`src/ccal_defs.svh`:
```
// register offsets, field positions and reset values of the comparator control block
// assumes a 32-bit axi4-lite slave with word-aligned registers
`ifndef CCAL_DEFS_SVH
`define CCAL_DEFS_SVH

`define CCAL_OFF_FIRST_COMPARATOR_TRIM   12'h000
`define CCAL_OFF_FIRST_COMPARATOR_CFG    12'h004
`define CCAL_OFF_SECOND_COMPARATOR_TRIM   12'h008
`define CCAL_OFF_SECOND_COMPARATOR_CFG    12'h00C
`define CCAL_OFF_ROUTE       12'h010

// trim registers: [4:0] trim, [5] ref select, [6] offset mode, [7] result (ro)
`define CCAL_TRIM_LSB        0
`define CCAL_TRIM_W          5
`define CCAL_RS_BIT          5
`define CCAL_OFM_BIT         6
`define CCAL_RES_BIT         7
// cfg registers: [0] enable, [1] input select, [2] output pin enable
`define CCAL_EN_BIT          0
`define CCAL_SEL_BIT         1
`define CCAL_OE_BIT          2
// route register: [0] shared select, [1] amp one route, [2] amp two route
`define CCAL_SHSEL_BIT       0
`define CCAL_A1_BIT          1
`define CCAL_A2_BIT          2

`define CCAL_TRIM_RST        5'h10
`define CCAL_CFG1_RST        3'h0
`define CCAL_CFG2_RST        3'h2

`define CCAL_RESP_OKAY       2'h0
`define CCAL_RESP_SLVERR     2'h2

`endif

```
`src/ccal_pkg.sv`:
```
// types shared by the comparator control block
// assumes ccal_defs.svh is available on the include path
package ccal_pkg;

	typedef struct packed {
		logic [4:0] trim;
		logic       ref_select;
		logic       offset_mode;
		logic       enable;
		logic       input_select;
		logic       output_pin_enable;
	} ccal_cmp_cfg_t;

	typedef struct packed {
		logic shared_node_switch;
		logic first_input_switch;
		logic second_input_switch;
		logic ref_switch_a;
		logic ref_switch_b;
		logic common_mode_short_switch;
		logic amp_one_route_switch;
		logic amp_two_route_switch;
	} ccal_switch_t;

	typedef struct packed {
		logic shared_input_pin;
		logic first_output_pin;
		logic second_output_pin;
		logic first_internal_input_pin;
		logic second_internal_input_pin;
	} ccal_pin_t;

	typedef enum logic [1:0] {
		CCAL_IDLE,
		CCAL_RESP
	} ccal_bus_state_t;

endpackage

```
`src/ccal_ctrl.sv`:
```
// comparator switch and offset calibration control, axi4-lite register slave
// assumes comparator results arrive asynchronously; switches are level controls
//
// Summary of operation
// - in calibration ref select 1 picks shared node, 0 the inverting node.
// - first offset mode forces shared and inverting switches and selects to one.
// - second offset mode forces shared and second switches and selects to one.
// - after calibration, forced selects return to the stored software values.
// - shared select one forces both amplifier route bits to zero.
// - shared select zero with amp one route forces amp two route zero.
// - first comparator disabled leaves its output and internal pins as gpio, the shared pin too if the second is disabled.
// - shared select picks amplifier output at zero, shared pin at one.
// - inverting select picks high reference at zero, internal pin at one.
// - first output enable drives result onto its output pin.
// - second comparator disabled leaves its output and internal pins as gpio, the shared pin too if the first is disabled.
// - noninverting select picks low reference at zero, internal pin at one.
// - second output enable drives result onto its output pin.
// - each comparator has a five-bit read-write trim in the low bits.
// - each result is readable as a read-only positive-logic status bit.
//
// Register access over AXI4-Lite and the address map were decided locally.
`timescale 1ns/10ps
`include "ccal_defs.svh"
module ccal_ctrl
	import ccal_pkg::*;
(
	input  wire logic        aclk,
	input  wire logic        aresetn,
	input  wire logic [11:0] s_axi_awaddr,
	input  wire logic        s_axi_awvalid,
	output logic             s_axi_awready,
	input  wire logic [31:0] s_axi_wdata,
	input  wire logic [3:0]  s_axi_wstrb,
	input  wire logic        s_axi_wvalid,
	output logic             s_axi_wready,
	output logic      [1:0]  s_axi_bresp,
	output logic             s_axi_bvalid,
	input  wire logic        s_axi_bready,
	input  wire logic [11:0] s_axi_araddr,
	input  wire logic        s_axi_arvalid,
	output logic             s_axi_arready,
	output logic      [31:0] s_axi_rdata,
	output logic      [1:0]  s_axi_rresp,
	output logic             s_axi_rvalid,
	input  wire logic        s_axi_rready,
	input  wire logic [1:0]  comparator_result,
	output ccal_switch_t     switches,
	output ccal_cmp_cfg_t    trim_cfg_first,
	output ccal_cmp_cfg_t    trim_cfg_second,
	output ccal_pin_t        pin_owned,
	output logic             first_output_pin_o,
	output logic             second_output_pin_o
);
	// stored software values, never overwritten by the forcing logic
	ccal_cmp_cfg_t   cfg1, cfg2, next_cfg1, next_cfg2;
	logic            shared_sel, amp_one, amp_two;
	logic            next_shared_sel, next_amp_one, next_amp_two;
	// effective values seen by the switches and by reads
	ccal_cmp_cfg_t   eff1, eff2;
	logic            eff_shared, eff_amp_one, eff_amp_two;
	logic [1:0]      result;
	ccal_switch_t    sw_dec;
	ccal_pin_t       pin_dec;

	ccal_bus_state_t wstate, next_wstate, rstate, next_rstate;
	logic            aw_held, w_held, next_aw_held, next_w_held;
	logic [11:0]     waddr, next_waddr;
	logic [31:0]     wdata, next_wdata;
	logic [3:0]      wstrb, next_wstrb;
	logic [1:0]      bresp, next_bresp, rresp, next_rresp;
	logic [31:0]     rdata, next_rdata;
	logic            do_write;

	function automatic logic addr_known(input logic [11:0] a);
		return a == `CCAL_OFF_FIRST_COMPARATOR_TRIM || a == `CCAL_OFF_FIRST_COMPARATOR_CFG ||
			a == `CCAL_OFF_SECOND_COMPARATOR_TRIM || a == `CCAL_OFF_SECOND_COMPARATOR_CFG ||
			a == `CCAL_OFF_ROUTE;
	endfunction

	function automatic logic [31:0] trim_word(input ccal_cmp_cfg_t c, input logic res);
		logic [31:0] w;
		w = 32'h0000_0000;
		w[`CCAL_TRIM_LSB +: `CCAL_TRIM_W] = c.trim;
		w[`CCAL_RS_BIT]  = c.ref_select;
		w[`CCAL_OFM_BIT] = c.offset_mode;
		w[`CCAL_RES_BIT] = res;
		return w;
	endfunction

	function automatic logic [31:0] cfg_word(input ccal_cmp_cfg_t c);
		logic [31:0] w;
		w = 32'h0000_0000;
		w[`CCAL_EN_BIT]  = c.enable;
		w[`CCAL_SEL_BIT] = c.input_select;
		w[`CCAL_OE_BIT]  = c.output_pin_enable;
		return w;
	endfunction

	// both comparators reset through the same field mapping
	function automatic ccal_cmp_cfg_t cfg_reset(input logic [2:0] rst_bits);
		ccal_cmp_cfg_t c;
		c                   = '0;
		c.trim              = `CCAL_TRIM_RST;
		c.enable            = rst_bits[`CCAL_EN_BIT];
		c.input_select      = rst_bits[`CCAL_SEL_BIT];
		c.output_pin_enable = rst_bits[`CCAL_OE_BIT];
		return c;
	endfunction

	function automatic logic [31:0] route_word(input logic sh, input logic a1, input logic a2);
		logic [31:0] w;
		w = 32'h0000_0000;
		w[`CCAL_SHSEL_BIT] = sh;
		w[`CCAL_A1_BIT]    = a1;
		w[`CCAL_A2_BIT]    = a2;
		return w;
	endfunction

	ccal_sync u_sync (
		.aclk     (aclk),
		.aresetn  (aresetn),
		.async_in (comparator_result),
		.sync_out (result)
	);

	// forcing during calibration and amplifier interlock
	always_comb begin
		eff1 = cfg1;
		eff2 = cfg2;
		eff_shared = shared_sel;
		if (cfg1.offset_mode) begin
			eff_shared        = 1'b1;
			eff1.input_select = 1'b1;
		end
		if (cfg2.offset_mode) begin
			eff_shared        = 1'b1;
			eff2.input_select = 1'b1;
		end
		eff_amp_one = amp_one & !eff_shared;
		eff_amp_two = amp_two & !eff_shared & !amp_one;
	end

	ccal_route u_route (
		.cfg1              (eff1),
		.cfg2              (eff2),
		.shared_sel        (eff_shared),
		.amp_one_route_bit (eff_amp_one),
		.amp_two_route_bit (eff_amp_two),
		.sw                (sw_dec),
		.pin_own           (pin_dec)
	);

	// write channel: address and data taken in either order
	always_comb begin
		next_wstate  = wstate;
		next_aw_held = aw_held;
		next_w_held  = w_held;
		next_waddr   = waddr;
		next_wdata   = wdata;
		next_wstrb   = wstrb;
		next_bresp   = bresp;
		do_write     = 1'b0;
		// both readies drop while a response waits, so one write is in flight
		s_axi_awready = (wstate == CCAL_IDLE) && !aw_held;
		s_axi_wready  = (wstate == CCAL_IDLE) && !w_held;
		unique case (wstate)
			CCAL_IDLE: begin
				if (s_axi_awvalid && !aw_held) begin
					next_aw_held = 1'b1;
					next_waddr   = s_axi_awaddr;
				end
				if (s_axi_wvalid && !w_held) begin
					next_w_held = 1'b1;
					next_wdata  = s_axi_wdata;
					next_wstrb  = s_axi_wstrb;
				end
				if (next_aw_held && next_w_held) begin
					do_write     = addr_known(next_waddr);
					next_bresp   = do_write ? `CCAL_RESP_OKAY : `CCAL_RESP_SLVERR;
					next_aw_held = 1'b0;
					next_w_held  = 1'b0;
					next_wstate  = CCAL_RESP;
				end
			end
			CCAL_RESP: begin
				if (s_axi_bready) begin
					next_wstate = CCAL_IDLE;
				end
			end
		endcase
	end

	// register storage; only byte lane 0 carries bits
	always_comb begin
		next_cfg1       = cfg1;
		next_cfg2       = cfg2;
		next_shared_sel = shared_sel;
		next_amp_one    = amp_one;
		next_amp_two    = amp_two;
		if (do_write && next_wstrb[0]) begin
			unique case (next_waddr)
				`CCAL_OFF_FIRST_COMPARATOR_TRIM: begin
					next_cfg1.trim        = next_wdata[`CCAL_TRIM_LSB +: `CCAL_TRIM_W];
					next_cfg1.ref_select  = next_wdata[`CCAL_RS_BIT];
					next_cfg1.offset_mode = next_wdata[`CCAL_OFM_BIT];
				end
				`CCAL_OFF_SECOND_COMPARATOR_TRIM: begin
					next_cfg2.trim        = next_wdata[`CCAL_TRIM_LSB +: `CCAL_TRIM_W];
					next_cfg2.ref_select  = next_wdata[`CCAL_RS_BIT];
					next_cfg2.offset_mode = next_wdata[`CCAL_OFM_BIT];
				end
				`CCAL_OFF_FIRST_COMPARATOR_CFG: begin
					next_cfg1.enable            = next_wdata[`CCAL_EN_BIT];
					next_cfg1.input_select      = next_wdata[`CCAL_SEL_BIT];
					next_cfg1.output_pin_enable = next_wdata[`CCAL_OE_BIT];
				end
				`CCAL_OFF_SECOND_COMPARATOR_CFG: begin
					next_cfg2.enable            = next_wdata[`CCAL_EN_BIT];
					next_cfg2.input_select      = next_wdata[`CCAL_SEL_BIT];
					next_cfg2.output_pin_enable = next_wdata[`CCAL_OE_BIT];
				end
				`CCAL_OFF_ROUTE: begin
					next_shared_sel = next_wdata[`CCAL_SHSEL_BIT];
					next_amp_one    = next_wdata[`CCAL_A1_BIT];
					next_amp_two    = next_wdata[`CCAL_A2_BIT];
				end
				default: begin
				end
			endcase
		end
	end

	// read channel; reads show the effective, forced values
	always_comb begin
		next_rstate = rstate;
		next_rdata  = rdata;
		next_rresp  = rresp;
		// data captured at the address edge, so a later write cannot tear it
		s_axi_arready = (rstate == CCAL_IDLE);
		unique case (rstate)
			CCAL_IDLE: begin
				if (s_axi_arvalid) begin
					next_rstate = CCAL_RESP;
					next_rresp  = addr_known(s_axi_araddr) ? `CCAL_RESP_OKAY
						: `CCAL_RESP_SLVERR;
					next_rdata  = 32'h0000_0000;
					unique case (s_axi_araddr)
						`CCAL_OFF_FIRST_COMPARATOR_TRIM: next_rdata = trim_word(eff1, result[0]);
						`CCAL_OFF_SECOND_COMPARATOR_TRIM: next_rdata = trim_word(eff2, result[1]);
						`CCAL_OFF_FIRST_COMPARATOR_CFG:  next_rdata = cfg_word(eff1);
						`CCAL_OFF_SECOND_COMPARATOR_CFG:  next_rdata = cfg_word(eff2);
						`CCAL_OFF_ROUTE:
							next_rdata = route_word(eff_shared, eff_amp_one, eff_amp_two);
						default: next_rdata = 32'h0000_0000;
					endcase
				end
			end
			CCAL_RESP: begin
				if (s_axi_rready) begin
					next_rstate = CCAL_IDLE;
				end
			end
		endcase
	end

	// write channel state
	always_ff @(posedge aclk) begin
		if (!aresetn) begin
			wstate  <= CCAL_IDLE;
			aw_held <= 1'b0;
			w_held  <= 1'b0;
			waddr   <= 12'h000;
			wdata   <= 32'h0000_0000;
			wstrb   <= 4'h0;
			bresp   <= `CCAL_RESP_OKAY;
		end else begin
			wstate  <= next_wstate;
			aw_held <= next_aw_held;
			w_held  <= next_w_held;
			waddr   <= next_waddr;
			wdata   <= next_wdata;
			wstrb   <= next_wstrb;
			bresp   <= next_bresp;
		end
	end

	// read channel state
	always_ff @(posedge aclk) begin
		if (!aresetn) begin
			rstate <= CCAL_IDLE;
			rresp  <= `CCAL_RESP_OKAY;
			rdata  <= 32'h0000_0000;
		end else begin
			rstate <= next_rstate;
			rresp  <= next_rresp;
			rdata  <= next_rdata;
		end
	end

	// stored comparator settings; the forcing logic only reads them
	always_ff @(posedge aclk) begin
		if (!aresetn) begin
			cfg1 <= cfg_reset(`CCAL_CFG1_RST);
			cfg2 <= cfg_reset(`CCAL_CFG2_RST);
		end else begin
			cfg1 <= next_cfg1;
			cfg2 <= next_cfg2;
		end
	end

	// stored route selects, masked by the interlock only on the way out
	always_ff @(posedge aclk) begin
		if (!aresetn) begin
			shared_sel <= 1'b0;
			amp_one    <= 1'b0;
			amp_two    <= 1'b0;
		end else begin
			shared_sel <= next_shared_sel;
			amp_one    <= next_amp_one;
			amp_two    <= next_amp_two;
		end
	end

	always_comb begin
		s_axi_bvalid    = (wstate == CCAL_RESP);
		s_axi_bresp     = bresp;
		s_axi_rvalid    = (rstate == CCAL_RESP);
		s_axi_rresp     = rresp;
		s_axi_rdata     = rdata;
		switches        = sw_dec;
		trim_cfg_first  = eff1;
		trim_cfg_second = eff2;
		pin_owned       = pin_dec;
		first_output_pin_o  = pin_dec.first_output_pin & result[0];
		second_output_pin_o = pin_dec.second_output_pin & result[1];
	end
endmodule

```
`src/ccal_sync.sv`:
```
// two-flop synchroniser for the two comparator results
// assumes the results are asynchronous analog levels
`timescale 1ns/10ps
module ccal_sync
	import ccal_pkg::*;
(
	input  wire logic       aclk,
	input  wire logic       aresetn,
	input  wire logic [1:0] async_in,
	output logic      [1:0] sync_out
);
	logic [1:0] stage1;
	logic [1:0] next_stage1;
	logic [1:0] next_sync_out;

	always_comb begin
		next_stage1   = async_in;
		next_sync_out = stage1;
	end

	always_ff @(posedge aclk) begin
		if (!aresetn) begin
			stage1   <= 2'h0;
			sync_out <= 2'h0;
		end else begin
			stage1   <= next_stage1;
			sync_out <= next_sync_out;
		end
	end
endmodule

```
`src/ccal_route.sv`:
```
// combinational switch and pin-sharing decode from the effective selects
// assumes inputs are already the forced, effective configuration
`timescale 1ns/10ps
module ccal_route
	import ccal_pkg::*;
(
	input  wire ccal_cmp_cfg_t cfg1,
	input  wire ccal_cmp_cfg_t cfg2,
	input  wire logic          shared_sel,
	input  wire logic          amp_one_route_bit,
	input  wire logic          amp_two_route_bit,
	output ccal_switch_t       sw,
	output ccal_pin_t          pin_own
);
	logic any_en;

	always_comb begin
		any_en = cfg1.enable | cfg2.enable;
		sw     = '0;
		sw.shared_node_switch   = shared_sel;
		sw.first_input_switch   = cfg1.input_select;
		sw.second_input_switch  = cfg2.input_select;
		sw.amp_one_route_switch = amp_one_route_bit;
		sw.amp_two_route_switch = amp_two_route_bit;
		sw.ref_switch_a         = 1'b1;
		sw.ref_switch_b         = 1'b1;
		if (cfg1.offset_mode) begin
			sw.ref_switch_a = cfg1.ref_select;
			sw.ref_switch_b = !cfg1.ref_select;
			sw.common_mode_short_switch = 1'b1;
		end else if (cfg2.offset_mode) begin
			sw.ref_switch_a = cfg2.ref_select;
			sw.ref_switch_b = !cfg2.ref_select;
			sw.common_mode_short_switch = 1'b1;
		end
		pin_own.shared_input_pin          = any_en & shared_sel;
		pin_own.first_internal_input_pin  = cfg1.enable & cfg1.input_select;
		pin_own.second_internal_input_pin = cfg2.enable & cfg2.input_select;
		pin_own.first_output_pin  = cfg1.enable & cfg1.output_pin_enable;
		pin_own.second_output_pin = cfg2.enable & cfg2.output_pin_enable;
	end
endmodule

```
`config.mk`:
```
export PLATFORM = sky130hd
export DESIGN_NAME = ccal_ctrl
export DESIGN_NICKNAME = d
export VERILOG_FILES = /design/src/ccal_pkg.sv /design/src/ccal_ctrl.sv /design/src/ccal_sync.sv /design/src/ccal_route.sv
export VERILOG_INCLUDE_DIRS = /design/src
export SDC_FILE = /design/constraint.sdc
export NUM_CORES = 1
export LEC_CHECK = 0
export ABC_AREA = 1
export BUFFER_PORTS_ARGS = -buffer_cell sky130_fd_sc_hd__buf_2
export CELL_PAD_IN_SITES_DETAIL_PLACEMENT = 0
export CELL_PAD_IN_SITES_GLOBAL_PLACEMENT = 1
export CORE_MARGIN = 10
export CORE_UTILIZATION = 35
export DETAILED_ROUTE_END_ITERATION = 12
export MAX_ROUTING_LAYER = met4
export PLACE_DENSITY = 0.88
export SLEW_MARGIN = 10
export SYNTH_ARGS = -nofsm -noshare
export SYNTH_HDL_FRONTEND = slang
export SYNTH_SLANG_ARGS = --single-unit
```
`constraint.sdc`:
```
create_clock -name aclk -period 4.75 [get_ports aclk]
set_input_delay 0.7125 -clock aclk [delete_from_list [all_inputs] [get_ports aclk]]
set_output_delay 0.7125 -clock aclk [all_outputs]
set_load 0.03 [all_outputs]
```
---- Yosys cells after proc, flatten, opt, wreduce, memory -nomap -nowiden ----
Cells that the tools add are included.
storage, ports and cells
  input bits .............................. 69
  word-level logic and storage cells ...... 120
  flip-flop bits (word level) ............. 89
  output and inout port bits .............. 76
operators by class
  eq/ne operators ......................... 18
  muxes and demuxes ....................... 30
  reductions and logical operators ........ 34
  bitwise logic cells ..................... 11
operators with widths
  cell                 count
  $eq 12x4->1 const B  6
  $pmux 8 s5           1
  $eq 12x3->1 const B  3
  $eq 12x5->1 const B  3
  $logic_not 12->1     3
  $mux 12              3
  $reduce_and 2->1     9
  $mux 1               14
  $mux 7               2
  $mux 2               6
  $and 1x1->1          10
  $logic_or 1x1->1     8
  $pmux 2 s2           2
  $logic_and 1x1->1    6
  $logic_not 1->1      6
  $mux 3               2
  $ne 2x1->1 const B   3
  $eq 2x1->1 const B   2
  $logic_not 2->1      2
  $ne 2x2->1 const B   1
  $or 1x1->1           1

---- Logic depth before layout (Yosys ltp) ----
Gate-level depths: netlist of the first run.
  word-level depth ........................ 13
  gate-level depth with buffers ........... 14
  mapped depth without buffers ............ 12

---- Modules after synthesis ----
Synthesis of the first run repeated with hierarchy kept, for this count alone.
unflattened totals
  cell total of the unflattened synthesis .. 528
  area total of the unflattened synthesis .. 3462.1 µm²
by module, submodules not included
  module      seq. area each (µm²)  area each (µm²)  times used  cells each
  ccal_ctrl   1141.1                3226.8           1           491
  ccal_route  0.0                   125.1            1           25
  ccal_sync   80.1                  110.1            1           12

---- Least setup slack after synthesis of the first run ----
Ideal clock, no wire load.
  path type ............................... register -> register
  from .................................... register wstate[0]
  to ...................................... register cfg2[1] (netlist bit)
  buffers on the path ..................... 1
  setup time .............................. 0.130 ns
  path slack .............................. 2.481 ns
  required time ........................... 4.620 ns
  arrival ................................. 2.140 ns
  stages on the path, launching flop included .. 12
  clock period less this slack ............ 2.269 ns
  cells stage by stage .................... dfxtp_1 nor2_1 nand2_2 nand2_1 o21ai_0 inv_1 nand3_1 nor2_4 buf_6 nand2_1 nand2_1 nand3_1
between the ends
  longest elaborated chain between the ends .. 4
  elaborated cells between the ends (all ways) .. 8
  those cells by class .................... eq/ne (1); mux (4); reduce/logical (3)
ends and longest elaborated chain
  what                                              RTL line                            source
  start, declared                                   ccal_ctrl.sv:65                     ccal_bus_state_t wstate, next_wstate, rstate, next_rstate;
  start signal, assigned                            ccal_ctrl.sv:277                    wstate <= next_wstate;
  $logic_not 2->1 (*)                               ccal_ctrl.sv:166                    unique case (wstate)
  $mux 12 or $mux 1 (tied branches)                 ccal_ctrl.sv:166
  $eq 12x4->1 or $logic_and 1x1->1 (tied branches)  ccal_ctrl.sv:201, ccal_ctrl.sv:200
  $reduce_and 2->1 (no source line)                 --
  end signal, assigned                              ccal_ctrl.sv:304                    cfg2 <= cfg_reset(`CCAL_CFG2_RST);
  end signal, assigned                              ccal_ctrl.sv:307                    cfg2 <= next_cfg2;
  end, declared                                     ccal_ctrl.sv:55                     ccal_cmp_cfg_t cfg1, cfg2, next_cfg1, next_cfg2;
Every way passes the cells marked *; elsewhere a longest branch is shown, timed or not.
A chain may end at the register's enable or synchronous reset.

---- Worst setup path after layout of the first run ----
  from .................................... input port s_axi_awvalid
  to ...................................... register, netlist name trim_cfg_second[9]
between the ends
  longest elaborated chain between the ends .. 12
  elaborated cells between the ends (all ways) .. 21
  those cells by class .................... eq/ne (5); mux (7); reduce/logical (9)
ends and longest elaborated chain
  what                                                              RTL line          source
  start, declared                                                   ccal_ctrl.sv:30   input wire logic s_axi_awvalid,
  $logic_and 1x1->1 (*)                                             ccal_ctrl.sv:168  if (s_axi_awvalid && !aw_held) begin
  $mux 12                                                           ccal_ctrl.sv:168
  $mux 12                                                           ccal_ctrl.sv:166
  $eq 12x3->1 (no source line) or $logic_not 12->1 (tied branches)  --
  $logic_or 1x1->1 (no source line) (4 in series)                   --
  $mux 1                                                            ccal_ctrl.sv:177  if (next_aw_held && next_w_held) begin
  $mux 1                                                            ccal_ctrl.sv:166
  $logic_and 1x1->1                                                 ccal_ctrl.sv:200  if (do_write && next_wstrb[0]) begin
  $reduce_and 2->1 (no source line) (*)                             --
Every way passes the cells marked *; elsewhere a longest branch is shown, timed or not. The select of a mux whose other input is x is not followed.

==> impl_metrics.yaml, run 1 <==
run_status:
  status: "completed"
logic_synthesis:
  ys.warnings.count: 0
  ys_types: 35
  synthCells: 518
  ys_dominant_reg_cell: "dfxtp_1"
  syn-cell-area_mm2: 0.00351
  synthArstFlopShare: 0
  ys_ff_latch: 61
  synth-edff-count: 0
  synth.avg_cell_area_um2: 6.77
  ys_seq_area_frac: 0.348
pwr:
  swShare: 0.333
  p_int_mw: 0.807
  p_leak_nw: 1.97
  ir_drop_uv: 107
  power_switching_mw: 0.403
  clockPowerShare: 0.351
  p_seq_frac: 0.450
  power.share.combinational: 0.199
  power_density_mw_per_mm2: 309
worst_setup_path:
  critical-path-top-delay-family: "simple AND/OR/NAND/NOR gates"
  cp_num_buf_inv: 1
  worstPathArrival_ns: 2.67
  r2r_slack_ns: 2.35
  cp_num_cells: 12
  reg2reg_depth: 10
  slowest_stage: "nor2_4"
  crit_required_ns: 4.96
  crit_chain: "buf_2, nand2_2, nand2_1, nand2_1, nor2_1, nand2_1, nor2_1, nand3_1, nor2_4, nand2_1, nand2_1, nand3_1"
  cp_max_fo: 32
  slowest_delay_ns: 0.55
  path_common_cell: "nand2_1"
  start_kind: "primary input"
  worstSetupPathType: "primary input to flop"
  endpoint_kind: "flop"
global_route:
  grt_pass1_wl_um: 15300
  antenna_found_initial: 1
  first_global_vias: 3230
  grt_max_degree: 35
  overflow: 0
  grt.total_usage: 0.132
routing:
  first_iter_violations: 165
  wl_met3_um: 465
  dr.pass1.iters: 4
  wl_um: 9320
  drcViolationCount: 0
  viasPerCell: 4.64
  top_layer_used: "met4"
  postRouteAntennaNets: 0
  wl_per_cell_um: 13.0
  num_vias: 3323
  wl_met1_um: 4080
  wl_met2_um: 4610
clocking:
  cts_tree: "done"
  cts_sinks: 61
  cts_buffer_depth: 2
  cts_hold_buffers: 0
  clock_latency_ns: 0.35
  clkTransAtPathRegs_ns: 0.07
  root_buffer: "clkbuf_8"
  htreeDepth: 3
  post-cts-setup-buffers: 0
  cts_buffers: 9
  cts_resized: 0
final_layout:
  synthToLayoutAreaGrowth_pct: 11.8
  fill_cells: 1070
  final_util: 0.401
  register_area_mm2: 0.00122
  fin_nets: 646
  layout_common_cells: "108 x nand2_1, 90 x buf_2, 78 x nor2_1"
  design_area_mm2: 0.00392
  layout_commonest_cell: "nand2_1"
  multiInputGateArea_mm2: 0.00171
  drive_gt1_frac: 0.227
min_path:
  hp-class: "flop to flop"
  holdPathStages: 2
sta:
  fmax_mhz: 405
  worst_pin_slew_ns: 0.767
  rsz0062_at_grt: "false"
  hold_viol: 0
  tns_ns: 0
  finalCriticalPeriod_ns: 2.47
  finClkSkew_ns: 0.0121
  final-setup-viol-count: 0
  maxSlewViolCount: 0
  relSlewSlack: 0.484
  fin_crit_sh: 0.520
die:
  dieArea_mm2: 0.0144
  core_area_mm2: 0.00977
  die_w_um: 120
  initial_utilization: 0.359
  die_height_um: 120
  ioPinCount: 145
  row_count: 36
place:
  placed_area_mm2: 0.00373
  port_buffers: 90
  dp_hpwl_um: 7290
  gp_congestion: 0.789
run:
  cap_violations: 0
[path summary, 6_finish.rpt]
check                                           to                    start
worst min register to register  u_sync.sync_out[0]  u_sync.next_sync_out[0]
worst max-delay path            trim_cfg_second[9]            s_axi_awvalid
worst max register to register  trim_cfg_second[9]                wstate[0]
worst min-delay path            u_sync.sync_out[0]  u_sync.next_sync_out[0]
[layout make-up]
class	instances	share of cell area
diodes	1	0.000638
clock buffers	10	0.0351
multi-input cells	365	0.435
flip-flops and latches	61	0.311
clock inverters	6	0.0124
well taps	133	0.0424
repair buffers	90	0.115
inverters	50	0.0479
[worst min-delay path, delay by kind of cell (launching register included)]
family | cells | cell delay [ns]
DFF | 1 | 0.31
and+or+nand+nor | 1 | 0.05
buffers and inverters | 1 | 0.04
[flip-flops by register name (all words and copies together) (netlist names), 2 cells and up]
signal and cells:
waddr 12, trim_cfg_first 9, trim_cfg_second 9, s_axi_rdata 8, wdata 7, u_sync.next_sync_out 2, u_sync.sync_out 2
[Yosys cell counts (5+ instances only)]
library cell	instances	area, um^2
inv_1	46	173
buf_4	52	390
dfxtp_1	61	1220
nand2_1	108	405
o21ai_0	14	70.1
nand3_1	59	295
buf_6	5	56.3
a21oi_1	28	140
nor2_1	78	293
nand2_2	6	37.5
mux2i_1	7	70.1
nor3_1	5	25.0
clkbuf_1	5	18.8
[logic make-up after synthesis]
family | share of synthesized area
and+or+nand+nor | 0.355
buffers and inverters | 0.192
DFF | 0.348
AOI/OAI and AO/OA | 0.0835
muxes | 0.0200
other | 0.00107
[power by group through the flow]
stage          Sequential, mW  Clock [mW]  Combinational (mW)
5_1_grt                 0.547       0.455               0.271
3_5_place_dp            0.556           0               0.240
6_report                0.545       0.425               0.240
4_1_cts                 0.545       0.435               0.241
3_3_place_gp            0.555           0               0.236
2_1_floorplan           0.563           0               0.198
[metal layers]
| metal | global-route usage | up-vias |
|---|---|---|
| met5 | - | - |
| met4 | 0.0543 | 0 |
| met3 | 0.0295 | 12 |
| met2 | 0.219 | 79 |
| met1 | 0.151 | 1542 |
| li1 | - | 1690 |
[through the flow]
stage / hold slack [ns] / worst slack [ns] / instances / total power, mW
2_1_floorplan: 0.390 / 2.48 / 543 / 0.761
3_3_place_gp: 0.410 / 1.96 / 699 / 0.791
3_5_place_dp: 0.412 / 1.91 / 699 / 0.796
4_1_cts: 0.435 / 2.28 / 715 / 1.22
5_1_grt: 0.448 / 1.92 / 716 / 1.27
6_report: 0.432 / 2.28 / 716 / 1.21
No activity file was read; power rests on OpenSTA's default activity.
==> run 2, diff against run 1 <==
--- a/config.mk
+++ b/config.mk
@@ -11,10 +11,10 @@
 export CELL_PAD_IN_SITES_DETAIL_PLACEMENT = 0
 export CELL_PAD_IN_SITES_GLOBAL_PLACEMENT = 1
 export CORE_MARGIN = 10
-export CORE_UTILIZATION = 35
+export CORE_UTILIZATION = 33
 export DETAILED_ROUTE_END_ITERATION = 12
 export MAX_ROUTING_LAYER = met4
-export PLACE_DENSITY = 0.88
+export PLACE_DENSITY = 0.84
 export SLEW_MARGIN = 10
 export SYNTH_ARGS = -nofsm -noshare
 export SYNTH_HDL_FRONTEND = slang
==> constraint.sdc (replaced) <==
create_clock -name aclk -period 2.3 [get_ports aclk]
set_input_delay 0.345 -clock aclk [delete_from_list [all_inputs] [get_ports aclk]]
set_output_delay 0.345 -clock aclk [all_outputs]
set_load 0.03 [all_outputs]
==> run 2 against run 1 <==
  * Worst setup slack lost 2.1 ns
  * Wire length is 2.2% higher
  * Sequential cell count is the same
  * Non-clock buffer count increased by 7
  * Power increased by 130%
  * Utilization fell by 1.0 points
  * Sequential power up 110%
  * Global-route usage fell by 0.80 points
  * Die area grew 5.0%
  * Sequential share of layout area fell by 0.87 points
==> impl_metrics.yaml, run 2 (synthesis results as in run 1) <==
worst_setup_path:
  slowest_delay_ns: 0.48
  start_kind: "flop"
  slowest_stage: "dfxtp_1"
  worstSetupPathType: "flop to flop"
  reg2reg_depth: 11
  path_common_cell: "nand2_1"
  endpoint_kind: "flop"
  cp_max_fo: 32
  worstPathArrival_ns: 2.36
  crit_required_ns: 2.54
  crit_chain: "inv_2, or2_2, nand2_1, nand2_1, nor2_2, nand2_2, nor2_4, buf_12, nand3_1, nand2_1, nor2_1"
sta:
  finalCriticalPeriod_ns: 2.12
  tns_ns: 0
  fin_crit_sh: 0.920
  relSlewSlack: 0.541
  rsz0062_at_grt: "true"
  final-setup-viol-count: 0
  finClkSkew_ns: 0.0106
  fmax_mhz: 473
  worst_pin_slew_ns: 0.670
  hold_viol: 0
  maxSlewViolCount: 0
final_layout:
  fin_cells: 724
  drive_gt1_frac: 0.233
  final_util: 0.391
  layout_common_cells: "108 x nand2_1, 90 x buf_2, 78 x nor2_1"
  synthToLayoutAreaGrowth_pct: 15.0
  design_area_mm2: 0.00403
  fin_nets: 653
  largest_register: "waddr"
  diodes: 0
  layout_commonest_cell: "nand2_1"
  largest_register_ffs: 12
global_route:
  grt_pass1_wl_um: 14700
  grt.total_usage: 0.124
  overflow: 0
  first_global_vias: 3025
  antenna_found_initial: 0
  grt_max_degree: 34
clocking:
  cts_sinks: 61
  cts_resized: 0
  cts_buffers: 9
  clock_latency_ns: 0.35
  post-cts-setup-buffers: 0
  cts_buffer_depth: 2
  clkTransAtPathRegs_ns: 0.07
  cts_tree: "done"
  root_buffer: "clkbuf_8"
  cts_hold_buffers: 0
  htreeDepth: 3
routing:
  viasPerCell: 4.49
  num_vias: 3253
  dr.pass1.iters: 4
  wl_um: 9530
  postRouteAntennaNets: 0
  wl_per_cell_um: 13.2
  first_iter_violations: 221
  wl_met2_um: 4630
  wl_met3_um: 574
  drcViolationCount: 0
  top_layer_used: "met4"
  wl_met1_um: 4220
place:
  placed_area_mm2: 0.00380
  port_buffers: 90
  gp_congestion: 0.799
  dp_hpwl_um: 7470
  dp.cells: 709
die:
  core_area_mm2: 0.0103
  initial_utilization: 0.340
  die_height_um: 123
  die_w_um: 123
  ioPinCount: 145
  dieArea_mm2: 0.0152
  row_count: 37
run:
  cap_violations: 0
pwr:
  power_density_mw_per_mm2: 684
  ir_drop_uv: 236
  p_leak_nw: 2.04
run_status:
  status: "completed"
min_path:
  hp-class: "primary input to flop"
  holdPathStages: 3
-- run 2: cell types whose count changed in the layout (fill, tap and decap cells not counted) --
cell        previous run  this run
buf_4                  0         6
bufinv_16              0         3
clkinv_4               3         0
clkinvlp_4             3         0
clkinv_2               0         2
buf_12                 0         1
clkbuf_1               0         1
clkbuf_8              10         9
diode_2                1         0
nor2_2                 2         1
nor2_4                 2         3
-- run 2: area by class of cell --
type | instances | area, um^2
Sequential cell | 61 | 1220
Tap cell | 136 | 170
Inverter | 50 | 188
Clock inverter | 5 | 100
Fill cell | 1113 | 6290
Multi-Input combinational cell | 365 | 1710
Timing Repair Buffer | 97 | 515
Clock buffer | 10 | 128
-- run 2: worst paths after layout --
check                          start                 endpoint  slack, ns
max                        wstate[0]        trim_cfg_first[5]       0.18
min             comparator_result[0]  u_sync.next_sync_out[0]       0.18
max reg2reg                wstate[0]        trim_cfg_first[5]       0.18
min reg2reg  u_sync.next_sync_out[0]       u_sync.sync_out[0]       0.42
-- run 2: worst max-delay path: cells and delay by family (launching register included) --
kind / cells / cell delay, ns
buf+inv: 2 / 0.43
simple gates: 9 / 1.09
flops: 1 / 0.48
-- run 2: stage by stage --
stage | total power, mW | hold WS, ns | setup WS, ns
after floorplan | 1.57 | 0.390 | 0.0308
after global placement | 1.64 | 0.396 | 0.181
after detailed placement | 1.65 | 0.406 | 0.139
after CTS | 2.78 | 0.165 | 0.148
after global routing | 2.89 | 0.175 | -0.0166
final | 2.76 | 0.179 | 0.184
-- run 2: layer usage --
layer	GRT usage	vias up
li1	-	1705
met5	-	-
met1	0.146	1468
met4	0.0459	0
met3	0.0296	9
met2	0.202	71
-- run 2: where the power goes --
group	leakage [nW]	internal (mW)	switching, mW	total (mW)
sequential	0.498	1.10	0.0214	1.12
clock	0.116	0.710	0.415	1.13
combinational	1.43	0.147	0.360	0.507
total	2.04	1.96	0.797	2.76
==> run 3, diff against run 2 <==
--- a/config.mk
+++ b/config.mk
@@ -15,6 +15,7 @@
 export DETAILED_ROUTE_END_ITERATION = 12
 export MAX_ROUTING_LAYER = met4
 export PLACE_DENSITY = 0.84
+export SETUP_SLACK_MARGIN = 0.2
 export SLEW_MARGIN = 10
 export SYNTH_ARGS = -nofsm -noshare
 export SYNTH_HDL_FRONTEND = slang
==> run 3 against run 2 <==
  * Worst hold slack better by 0.018 ns
  * Register-to-register slack better by 0.25 ns
  * Die area unchanged
  * Worst setup slack better by 0.13 ns
  * Via count grew 0.12%
==> impl_metrics.yaml, run 3 (synthesis results as in run 1) <==
final_layout:
  multiInputGateArea_mm2: 0.00173
  largest_register_ffs: 12
  layout_commonest_cell: "nand2_1"
  final_util: 0.391
  fin_nets: 654
  largest_register: "waddr"
  diodes: 0
  synthToLayoutAreaGrowth_pct: 15.2
  register_area_mm2: 0.00122
  design_area_mm2: 0.00404
  layout_common_cells: "108 x nand2_1, 89 x buf_2, 76 x nor2_1"
  fin_cells: 725
  drive_gt1_frac: 0.244
  fill_cells: 1136
place:
  placed_area_mm2: 0.00381
  dp.cells: 710
  port_buffers: 90
  gp_congestion: 0.815
  dp_hpwl_um: 7490
pwr:
  p_seq_frac: 0.435
  power_switching_mw: 0.786
  power.share.combinational: 0.199
  power_density_mw_per_mm2: 641
  swShare: 0.303
  p_int_mw: 1.81
  clockPowerShare: 0.366
  p_leak_nw: 2.03
  ir_drop_uv: 236
worst_setup_path:
  crit-reg2reg-capture: "trim_cfg_first[5]"
  slowest_delay_ns: 0.36
  cp_num_buf_inv: 2
  endpoint_kind: "output pin"
  worstSetupPathType: "flop to output pin"
  path_common_cell: "nor2_1"
  reg2reg_depth: 11
  crit_required_ns: 1.96
  reg2reg_from: "wstate[0]"
  crit_chain: "nor2_1, inv_1, or2_2, nor2_1, buf_2"
  critical-path-top-delay-family: "simple AND/OR/NAND/NOR gates"
  cp_max_fo: 5
  r2r_slack_ns: 0.43
  worstPathArrival_ns: 1.64
  start_kind: "flop"
  cp_num_cells: 5
  slowest_stage: "dfxtp_1"
global_route:
  antenna_found_initial: 0
  grt_pass1_wl_um: 15100
  grt_max_degree: 34
  grt.total_usage: 0.126
  grt-busiest-layer: "met2"
  gr-usage-met3: 0.0228
  met1_usage: 0.149
  first_global_vias: 3138
  overflow: 0
  gr-usage-met2: 0.207
clocking:
  cts_buffers: 9
  htreeDepth: 3
  root_buffer: "clkbuf_8"
  cts_tree: "done"
  cts_buffer_depth: 2
  clock_latency_ns: 0.33
  cts_sinks: 61
  clkTransAtPathRegs_ns: 0.07
routing:
  postRouteAntennaNets: 0
  first_iter_violations: 179
  wl_um: 9490
  wl_per_cell_um: 13.1
  dr.pass1.iters: 5
  num_vias: 3257
  viasPerCell: 4.49
  drcViolationCount: 0
die:
  initial_utilization: 0.340
  dieArea_mm2: 0.0152
  ioPinCount: 145
  die_w_um: 123
  core_area_mm2: 0.0103
  die_height_um: 123
  row_count: 37
min_path:
  holdPathStages: 3
  min_from: "comparator_result[0]"
  hp-class: "primary input to flop"
  hold_end: "u_sync.next_sync_out[0]"
sta:
  fmax_mhz: 504
  relSlewSlack: 0.545
  fin_crit_sh: 0.862
  final-setup-viol-count: 0
  finalCriticalPeriod_ns: 1.98
  tns_ns: 0
  rsz0062_at_grt: "false"
  maxSlewViolCount: 0
  hold_viol: 0
  worst_hold_slack_ns: 0.197
  worst_pin_slew_ns: 0.663
  finClkSkew_ns: 0.0112
run_status:
  status: "completed"
run:
  cap_violations: 0
==> run 3: cell types whose count changed in the layout (fill, tap and decap cells not counted), sizes merged <==
cell      before  now
clkinvlp       0    1
clkbuf        10   12
bufinv         3    1
==> run 3: power by group through the flow <==
stage	Sequential [mW]	Clock, mW	Combinational [mW]
floorplan	1.16	0	0.409
detailed placement	1.15	0	0.507
CTS	1.13	0.980	0.510
finish	1.13	0.949	0.515
global placement	1.15	0	0.500
global route	1.13	1.02	0.575
==> run 3: per-stage QoR <==
step	total power, mW	worst slack (ns)
after global placement	1.65	0.196
after global routing	2.73	0.209
after CTS	2.62	0.220
final	2.59	0.316
after floorplan	1.57	0.236
after detailed placement	1.66	0.178
==> run 3: worst reg2reg max path, cell delays in order (launching register included) <==
cell and delay (ns):
dfxtp_2 0.43, inv_4 0.11, or2_2 0.29, nand2_1 0.11
nand2_1 0.09, nor2_2 0.11, nand2_2 0.09, nor2_4 0.13
buf_12 0.18, nand3_1 0.09, nand2_1 0.09, nor2_1 0.04
==> run 3: worst max-delay path by stage <==
stage	slack, ns	endpoint	start
3_3_place_gp	0.20	trim_cfg_second[2]	s_axi_awvalid
2_1_floorplan	0.24	cfg2[1]	wstate[0]
3_5_place_dp	0.18	trim_cfg_second[2]	s_axi_awvalid
5_1_grt	0.21	switches[1]	trim_cfg_second[3]
6_report	0.32	switches[1]	trim_cfg_second[3]
4_1_cts	0.22	trim_cfg_second[2]	wstate[0]
==> run 3: area by class of cell <==
class / count / area share
clock buffers: 11 / 0.0375
clock inverters: 4 / 0.0118
inverters: 50 / 0.0477
multi-input cells: 365 / 0.427
flip-flops and latches: 61 / 0.303
well taps: 136 / 0.0421
repair buffers: 98 / 0.131
==> run 3: metal layers <==
metal | vias up | wire [um]
met4 | 0 | 128
met2 | 91 | 4690
met1 | 1454 | 4060
met5 | - | 0
met3 | 9 | 609
li1 | 1703 | -
==> run 3: timing repair <==
| action | 4_1_cts | 5_1_grt |
|---|---|---|
| hold buffers | 0 | 0 |
| buffers inserted | 0 | 0 |
| gates resized for setup | 0 | 11 |
| setup endpoints to repair | 0 | 24 |
